===== config.mk =====
export PLATFORM = sky130hd
export DESIGN_NAME = psfs_top
export DESIGN_NICKNAME = d
export VERILOG_FILES = /design/src/pkg/psfs_pkg.sv /design/src/rtl/psfs_top.sv
export SDC_FILE = /design/constraint.sdc
export NUM_CORES = 1
export LEC_CHECK = 0
export BUFFER_PORTS_ARGS = -buffer_cell sky130_fd_sc_hd__buf_2
export CAP_MARGIN = 20
export CORE_AREA = 2 2 57 99
export CTS_BUF_LIST = sky130_fd_sc_hd__clkbuf_4 sky130_fd_sc_hd__clkbuf_8
export CTS_CLUSTER_DIAMETER = 100
export DETAILED_ROUTE_END_ITERATION = 16
export DIE_AREA = 0 0 59 101
export PLACE_DENSITY = 0.85
export SLEW_MARGIN = 5
export SYNTH_ARGS = -nofsm -noshare
export SYNTH_HDL_FRONTEND = slang
export SYNTH_SLANG_ARGS = --single-unit

===== constraint.sdc =====
create_clock -name clk -period 2.8 [get_ports clk]
set_clock_uncertainty 0.2 [all_clocks]
set_input_delay 0.84 -clock clk [delete_from_list [all_inputs] [get_ports clk]]
set_output_delay 0.84 -clock clk [all_outputs]
set_load 0.01 [all_outputs]

===== src/pkg/psfs_pkg.sv =====
package psfs_pkg;

	// register port geometry
	localparam int ADDR_W = 2;
	localparam int DATA_W = 8;
	localparam int PA_PINS = 8;
	localparam int PB_PINS = 4;
	localparam int FLD_W = 2;
	localparam int FLDS_PER_REG = 4;

	// register indexes on the register port
	localparam logic [ADDR_W-1:0] REG_PA_LOW  = 2'h0;
	localparam logic [ADDR_W-1:0] REG_PA_HIGH = 2'h1;
	localparam logic [ADDR_W-1:0] REG_PB      = 2'h2;

	// reset and unmapped read values
	localparam logic [DATA_W-1:0] SEL_RESET     = 8'h00;
	localparam logic [DATA_W-1:0] RDATA_UNMAPPED = 8'h00;

	// field low-bit positions inside a selection register
	localparam int FLD_PIN0_LSB = 0;
	localparam int FLD_PIN1_LSB = 2;
	localparam int FLD_PIN2_LSB = 4;
	localparam int FLD_PIN3_LSB = 6;

	// field codes
	localparam logic [FLD_W-1:0] SEL_GPIO   = 2'h0;
	localparam logic [FLD_W-1:0] SEL_ALT    = 2'h1;
	localparam logic [FLD_W-1:0] SEL_GPIO2  = 2'h2;
	localparam logic [FLD_W-1:0] SEL_ANALOG = 2'h3;

	// idle levels of inputs handed to peripherals when the pin is taken
	localparam logic PERIPH_IN_IDLE = 1'b0;
	localparam logic I2C_IN_IDLE    = 1'b1;

	// whole state of the selector
	typedef struct packed {
		logic [DATA_W-1:0]  porta_low_sel;
		logic [DATA_W-1:0]  porta_high_sel;
		logic [DATA_W-1:0]  portb_sel;
		logic [DATA_W-1:0]  rdata;
		logic [PA_PINS-1:0] pa_out;
		logic [PA_PINS-1:0] pa_oe_n;
		logic [PA_PINS-1:0] gpio_a_in;
		logic [PA_PINS-1:0] analog_en;
		logic [PB_PINS-1:0] pb_out;
		logic [PB_PINS-1:0] pb_oe_n;
		logic [PB_PINS-1:0] gpio_b_in;
		logic               cap_in;
		logic               clk_in;
		logic               irq0_in;
		logic               irq1_in;
		logic               scl_in;
		logic               sda_in;
	} psfs_state_s;

endpackage


===== src/rtl/psfs_top.sv =====
`timescale 1ns/10ps

// How it works
// - three 8-bit registers, four 2-bit fields in each
// - port A pin 7: capture or analog 7
// - port A pin 6: ext clock or analog 6
// - port B pin 3: code 01 gives SCL
// - port B pin 2: code 01 gives SDA
// - port B pin 1: code 01 inverted timer
// - port B pin 0: timer out or irq1
module psfs_top
	import psfs_pkg::*;
(
	// clock and reset
	input  wire logic               clk,
	input  wire logic               rst,

	// register port
	input  wire logic [ADDR_W-1:0]  reg_addr,
	input  wire logic [DATA_W-1:0]  reg_wdata,
	input  wire logic               reg_wr,
	input  wire logic               reg_rd,
	output logic      [DATA_W-1:0]  reg_rdata,

	// port A pins
	input  wire logic [PA_PINS-1:0] porta_pin_in,
	output logic      [PA_PINS-1:0] porta_pin_out,
	output logic      [PA_PINS-1:0] porta_pin_oe_n,

	// port A general i/o side
	input  wire logic [PA_PINS-1:0] gpio_a_out,
	input  wire logic [PA_PINS-1:0] gpio_a_oe_n,
	output logic      [PA_PINS-1:0] gpio_a_in,
	output logic      [PA_PINS-1:0] porta_analog_en,

	// port B pins
	input  wire logic [PB_PINS-1:0] portb_pin_in,
	output logic      [PB_PINS-1:0] portb_pin_out,
	output logic      [PB_PINS-1:0] portb_pin_oe_n,

	// port B general i/o side
	input  wire logic [PB_PINS-1:0] gpio_b_out,
	input  wire logic [PB_PINS-1:0] gpio_b_oe_n,
	output logic      [PB_PINS-1:0] gpio_b_in,

	// timer 1
	input  wire logic               timer1_out,
	input  wire logic               timer1_out_inverted,
	output logic                    timer1_capture_in,
	output logic                    timer1_ext_clock_in,

	// external interrupts
	output logic                    ext_irq0_input,
	output logic                    ext_irq1_input,

	// i2c
	input  wire logic               i2c_scl_drive_low,
	input  wire logic               i2c_sda_drive_low,
	output logic                    i2c_scl_in,
	output logic                    i2c_sda_in
);

	psfs_state_s q;
	psfs_state_s d;

	// field of a pin inside one selection register
	function automatic logic [FLD_W-1:0] field_of(
		input logic [DATA_W-1:0] sel,
		input int                idx
	);
		logic [FLD_W-1:0] f;
		f = SEL_GPIO;
		case (idx)
			0: f = sel[FLD_PIN0_LSB +: FLD_W];
			1: f = sel[FLD_PIN1_LSB +: FLD_W];
			2: f = sel[FLD_PIN2_LSB +: FLD_W];
			3: f = sel[FLD_PIN3_LSB +: FLD_W];
			default: f = SEL_GPIO;
		endcase
		return f;
	endfunction

	// code that hands the pin to the analog channel
	function automatic logic is_analog(input logic [FLD_W-1:0] f);
		return f == SEL_ANALOG;
	endfunction

	// code that hands the pin to the alternate peripheral
	function automatic logic is_alt(input logic [FLD_W-1:0] f);
		return f == SEL_ALT;
	endfunction

	// index that names one of the selection registers
	function automatic logic is_mapped(input logic [ADDR_W-1:0] a);
		return a == REG_PA_LOW || a == REG_PA_HIGH || a == REG_PB;
	endfunction

	logic [FLD_W-1:0] pa_fld [PA_PINS];
	logic [FLD_W-1:0] pb_fld [PB_PINS];

	// field decode per pin
	genvar gi;
	generate
		for (gi = 0; gi < PA_PINS; gi++) begin : g_pa_fld
			if (gi < FLDS_PER_REG) begin : g_low
				assign pa_fld[gi] = field_of(q.porta_low_sel, gi);
			end else begin : g_high
				assign pa_fld[gi] = field_of(q.porta_high_sel,
					gi - FLDS_PER_REG);
			end
		end

		for (gi = 0; gi < PB_PINS; gi++) begin : g_pb_fld
			assign pb_fld[gi] = field_of(q.portb_sel, gi);
		end
	endgenerate

	always_comb begin
		d = q;

		// register read, data in the next cycle only
		d.rdata = RDATA_UNMAPPED;
		if (reg_rd && is_mapped(reg_addr)) begin
			case (reg_addr)
				REG_PA_LOW: begin
					d.rdata = q.porta_low_sel;
				end
				REG_PA_HIGH: begin
					d.rdata = q.porta_high_sel;
				end
				REG_PB: begin
					d.rdata = q.portb_sel;
				end
				default: begin
					d.rdata = RDATA_UNMAPPED;
				end
			endcase
		end

		if (reg_wr && is_mapped(reg_addr)) begin
			case (reg_addr)
				REG_PA_LOW: begin
					d.porta_low_sel = reg_wdata;
				end
				REG_PA_HIGH: begin
					d.porta_high_sel = reg_wdata;
				end
				REG_PB: begin
					d.portb_sel = reg_wdata;
				end
				default: begin
					d.portb_sel = q.portb_sel;
				end
			endcase
		end

		for (int k = 0; k < PA_PINS; k++) begin
			d.analog_en[k] = is_analog(pa_fld[k]);
			d.pa_out[k] = gpio_a_out[k];
			case (pa_fld[k])
				SEL_ANALOG: begin
					d.pa_oe_n[k] = 1'b1;
					d.gpio_a_in[k] = PERIPH_IN_IDLE;
				end
				default: begin
					d.pa_oe_n[k] = gpio_a_oe_n[k];
					d.gpio_a_in[k] = porta_pin_in[k];
				end
			endcase
		end

		// pin 4 shares irq0 unless analog
		case (pa_fld[4])
			SEL_ANALOG: begin
				d.irq0_in = PERIPH_IN_IDLE;
			end
			default: begin
				d.irq0_in = porta_pin_in[4];
			end
		endcase

		case (pa_fld[7])
			SEL_ANALOG: begin
				d.cap_in = PERIPH_IN_IDLE;
			end
			default: begin
				d.cap_in = porta_pin_in[7];
			end
		endcase

		case (pa_fld[6])
			SEL_ANALOG: begin
				d.clk_in = PERIPH_IN_IDLE;
			end
			default: begin
				d.clk_in = porta_pin_in[6];
			end
		endcase

		// port B defaults: general i/o
		for (int k = 0; k < PB_PINS; k++) begin
			d.pb_out[k] = gpio_b_out[k];
			d.pb_oe_n[k] = gpio_b_oe_n[k];
			d.gpio_b_in[k] = portb_pin_in[k];
		end

		// scl open drain on pin 3
		if (is_alt(pb_fld[3])) begin
			d.pb_out[3] = 1'b0;
			d.pb_oe_n[3] = ~i2c_scl_drive_low;
			d.gpio_b_in[3] = PERIPH_IN_IDLE;
			d.scl_in = portb_pin_in[3];
		end else begin
			d.scl_in = I2C_IN_IDLE;
		end

		// sda open drain on pin 2
		if (is_alt(pb_fld[2])) begin
			d.pb_out[2] = 1'b0;
			d.pb_oe_n[2] = ~i2c_sda_drive_low;
			d.gpio_b_in[2] = PERIPH_IN_IDLE;
			d.sda_in = portb_pin_in[2];
		end else begin
			d.sda_in = I2C_IN_IDLE;
		end

		// inverted timer drive on pin 1
		if (is_alt(pb_fld[1])) begin
			d.pb_out[1] = timer1_out_inverted;
			d.pb_oe_n[1] = 1'b0;
			d.gpio_b_in[1] = PERIPH_IN_IDLE;
		end

		// timer drive or irq1 on pin 0
		if (is_alt(pb_fld[0])) begin
			d.pb_out[0] = timer1_out;
			d.pb_oe_n[0] = 1'b0;
			d.gpio_b_in[0] = PERIPH_IN_IDLE;
			d.irq1_in = PERIPH_IN_IDLE;
		end else begin
			d.irq1_in = portb_pin_in[0];
		end
	end

	// state register, reset releases every pin
	always_ff @(posedge clk) begin
		if (rst) begin
			q.porta_low_sel <= SEL_RESET;
			q.porta_high_sel <= SEL_RESET;
			q.portb_sel <= SEL_RESET;

			q.rdata <= RDATA_UNMAPPED;

			q.pa_out <= '0;
			q.pa_oe_n <= '1;
			q.gpio_a_in <= '0;
			q.analog_en <= '0;

			q.pb_out <= '0;
			q.pb_oe_n <= '1;
			q.gpio_b_in <= '0;

			q.cap_in <= PERIPH_IN_IDLE;
			q.clk_in <= PERIPH_IN_IDLE;
			q.irq0_in <= PERIPH_IN_IDLE;
			q.irq1_in <= PERIPH_IN_IDLE;
			q.scl_in <= I2C_IN_IDLE;
			q.sda_in <= I2C_IN_IDLE;
		end else begin
			q <= d;
		end
	end

	// outputs straight from the state
	assign reg_rdata = q.rdata;

	assign porta_pin_out = q.pa_out;
	assign porta_pin_oe_n = q.pa_oe_n;
	assign gpio_a_in = q.gpio_a_in;
	assign porta_analog_en = q.analog_en;

	assign portb_pin_out = q.pb_out;
	assign portb_pin_oe_n = q.pb_oe_n;
	assign gpio_b_in = q.gpio_b_in;

	assign timer1_capture_in = q.cap_in;
	assign timer1_ext_clock_in = q.clk_in;

	assign ext_irq0_input = q.irq0_in;
	assign ext_irq1_input = q.irq1_in;

	assign i2c_scl_in = q.scl_in;
	assign i2c_sda_in = q.sda_in;

endmodule


# After elaboration in Yosys (flattened, before gate mapping)
# Index checks and enable logic that the tools add are counted.
[totals]
register_bits = 81
latchBits = 0
mem_bits_rw = 0
mem_bits_ro = 0
elab_cells = 85
n_memories = 0
[classes]
addsub = 0
multipliers = 0
div_mod_pow = 0
order_cmp = 0
eq_ne = 14
shifts = 0
n_mux = 10
bitwise = 5
reduce_logical = 23
[op_table]
columns = ["cell", "n"]
rows = [
  ["$reduce_or A2 Y1", 15],
  ["$pmux W8 S3", 1],
  ["$eq A2 B2 Y1 const B", 9],
  ["$eq A2 B1 Y1 const B", 5],
  ["$mux W1", 9],
  ["$reduce_and A2 Y1", 3],
  ["$not A1 Y1", 5],
  ["$logic_and A1 B1 Y1", 2],
  ["$logic_not A2 Y1", 1],
  ["$logic_or A1 B1 Y1", 2],
]

# Longest topological paths before layout
[logic_depth]
word_depth = 6
ltp_mapped = 5
depth_no_buf = 3

# Least setup slack after synthesis
# OpenSTA, ideal clock, no wires.
[synth_timing]
path_type = "input port to flip-flop"
startpoint = "input reg_addr[1]"
endpoint = "register q (netlist bit pa_fld[10])"
setup_time_ns = 0.132
t_arrival_ns = 1.566
slack_ns = 0.901
cell_stages = 5
path_buffers = 2
cell_sequence = "buf_6 -> or3b_1 -> buf_2 -> nand2_1 -> a21oi_1"
[synth_via]
elab_chain_cells = 5
word_cells_on_any_way = 7
[synth_lines]
columns = ["item", "line", "rtl"]
rows = [
  ["from (decl)", "psfs_top.sv:19", "input wire logic [ADDR_W-1:0] reg_addr,"],
  ["$eq A2 B1 Y1 / $logic_not A2 Y1 (equally long branches)", "psfs_top.sv:95, psfs_top.sv:141", ""],
  ["$logic_or A1 B1 Y1 (2 in series)", "psfs_top.sv:95", "return a == REG_PA_LOW || a == REG_PA_HIGH || a == REG_PB;"],
  ["$logic_and A1 B1 Y1", "psfs_top.sv:140", "if (reg_wr && is_mapped(reg_addr)) begin"],
  ["$reduce_and A2 Y1 (no source line) (*)", "n/a", ""],
  ["to (decl)", "psfs_top.sv:63", "psfs_state_s q;"],
]
# Mark *: on every way between the ends. The rest lies on a longest branch, timed or not.
# A chain may end at the register's enable or synchronous reset.

# Final worst setup path
[layout_timing]
startpoint = "register q (netlist bit reg_rdata[6])"
endpoint = "output reg_rdata[6]"
[layout_lines]
columns = ["item", "line", "rtl"]
rows = [
  ["to (decl)", "psfs_top.sv:23", "output logic [DATA_W-1:0] reg_rdata,"],
]
# No word-level cell between the ends.

==> impl_metrics.tcl <==
set metrics [dict create \
    grtUsageTotal 0.204 \
    drt_pass1_iterations 4 \
    holdBufCountCts 0 \
    synth_seq_cells 78 \
    yosysSeqAreaShare 0.590 \
    grt_max_degree 38 \
    avgSynthCellArea_um2 9.66 \
    start_kind "flop" \
    dieArea_mm2 0.00596 \
    ys_warn_count 0 \
    p_leak_nw 1.53 \
    ctsResizeCount 0 \
    post_cts_buffers 0 \
    dpl_cell_area_mm2 0.00319 \
    syn_inst 274 \
    fin_ws_ns 0.932 \
    die_w_um 59 \
    cp-end-kind "output pin" \
    post-place-ws_ns 0.605 \
    synth_nets 328 \
    status "finished clean" \
    cts_root_buffer "clkbuf_8" \
    min_period_over_period 0.667 \
    hold_path.class "reg -> reg" \
    vias 2196 \
    worstPathMaxFanout 1 \
    drv_slew 0 \
    cts_buffer_depth 2 \
    hold_viol_final 0 \
    power.density_mw_per_mm2 626 \
    gp_congestion 0.817 \
    cts_sinks 78 \
    cts_buffers 9 \
    ir_drop_uv 372 \
    fp.coreArea_mm2 0.00517 \
    total_power_w 0.00211 \
    syn_area_mm2 0.00265 \
    fin_nets 434 \
    numPortBuffers 111 \
    fin_cells 440 \
    worstMarginPinSlew_ns 0.471 \
    ant_nets 0 \
    overflow 0 \
    num_rows 35 \
    synth_cell_types 23 \
    place_inst 424 \
    htree_levels 3 \
    die_h_um 101 \
    fin_tns_setup_ns 0 \
    cts_tree "built" \
    drc 0 \
    grt_pass1_wl_um 9040 \
    fmax_ghz 0.535 \
    area_growth_pct 27.3 \
    worstPathArrival_ns 0.83 \
    crit_chain "buf_2" \
    drt-initial-drc-count 69 \
    maxCapViolCount 0 \
    finalSetupViolCount 0 \
    clkLatencyLatePin_ns 0.36 \
    cp.required_ns 1.76 \
    crit_type "reg -> out" \
    viasPerCell 4.99 \
    path_clk_slew_ns 0.09 \
    path_delay_family "flip-flops" \
    rsz0062_at_grt "false" \
    slowest_delay_ns 0.35 \
    path_buf_inv 1 \
    fin_crit_ns 1.87 \
    antenna_found_initial 0 \
    crit_slowest_cell "dfxtp_1" \
    stdcell_area_mm2 0.00337 \
    num_io_pins 112 \
    dp_hpwl_um 4230 \
    wl_per_cell_um 13.0 \
    grt_pass1_vias 2168 \
    diodes 0 \
    drive_above_1_share 0.358 \
    wirelength_um 5700 \
    max_slew_margin 0.686 \
    start_util 0.512 \
]
## state kept, by name (all words and copies together) (netlist names)
signal and count:
pb_fld 8, gpio_b_in 4, porta_pin_out 8, portb_pin_out 4, portb_pin_oe_n 4, reg_rdata 8, porta_analog_en 8, gpio_a_in 8
pa_fld 16, porta_pin_oe_n 8, i2c_sda_in 1, i2c_scl_in 1
## metal layers
layer,routed length (µm),GRT usage,up-vias,part of all wire
met5,0,0,-,0
met4,165,0.140,0,0.029
met3,233,0.0565,16,0.041
met2,3190,0.359,66,0.56
met1,2110,0.196,1016,0.37
li1,-,-,1098,-
## synthesized netlist by cell type, drive strengths merged
cell | n | area share
nor3b | 3 | 0.013
or3b | 2 | 0.0066
nor2 | 12 | 0.017
and2 | 12 | 0.028
o21ai | 8 | 0.026
nand2b | 10 | 0.024
nor2b | 12 | 0.028
o21bai | 2 | 0.0057
buf | 15 | 0.038
nand2 | 64 | 0.091
and3b | 2 | 0.0066
inv | 2 | 0.0028
nand3b | 2 | 0.0057
mux2i | 10 | 0.038
a211o | 2 | 0.0066
a21oi | 32 | 0.060
dfxtp | 78 | 0.59
clkbuf | 3 | 0.0043
or3 | 2 | 0.0047
nor4bb | 1 | 0.0038
## path summary, 6_finish.rpt
path	endpoint	depth (start not counted)	slack [ns]	from
min	porta_analog_en[5]	2	0.25	pa_fld[4]
max reg2reg	portb_pin_out[0]	3	1.58	pb_fld[6]
min reg2reg	porta_analog_en[5]	2	0.25	pa_fld[4]
max	reg_rdata[6]	1	0.93	reg_rdata[6]
## cells by family after synthesis
| kind of cell | synth area share |
|---|---|
| muxes | 0.0378 |
| DFF | 0.590 |
| buffers and inverters | 0.0449 |
| AOI/OAI and AO/OA | 0.0992 |
| and+or+nand+nor | 0.228 |
## through the flow
| step | hold WS (ns) | utilization |
|---|---|---|
| after global routing | 0.290 | 0.652 |
| after CTS | 0.254 | 0.652 |
| after floorplan | 0.236 | - |
| after detailed placement | 0.249 | 0.617 |
| after global placement | 0.251 | 0.617 |
| final | 0.249 | 0.652 |
## layout by cell type, fill, tap and decap left out, types with 2 or more instances in the layout
cell type and count:
nor2_1 12, or3b_1 2, mux2i_1 10, nor3b_1 2
dfxtp_1 78, or3_1 2, a21oi_1 32, nand2_1 64
clkbuf_8 9, nand3b_1 2, clkinvlp_4 3, buf_2 111
a211o_1 2, nand2b_1 10, o21bai_1 2, and3b_1 2
inv_6 3, o21ai_2 8, nor2b_1 12, inv_1 2
and2_1 12
## layout make-up
| cell class | count | area [µm²] |
|---|---|---|
| repair buffers | 113 | 583 |
| multi-input cells | 176 | 967 |
| well taps | 55 | 68.8 |
| inverters | 2 | 7.51 |
| clock inverters | 7 | 57.6 |
| clock buffers | 9 | 124 |
| flip-flops and latches | 78 | 1560 |
| fillers | 435 | 1800 |
## report_power, final
part | internal (W) | total, W | switching [W]
sequential | 0.00115 | 0.00117 | 0.0000169
clock | 0.000332 | 0.000763 | 0.000432
combinational | 0.0000846 | 0.000180 | 0.0000953
Note: power is estimated with default switching activity, not from simulation.
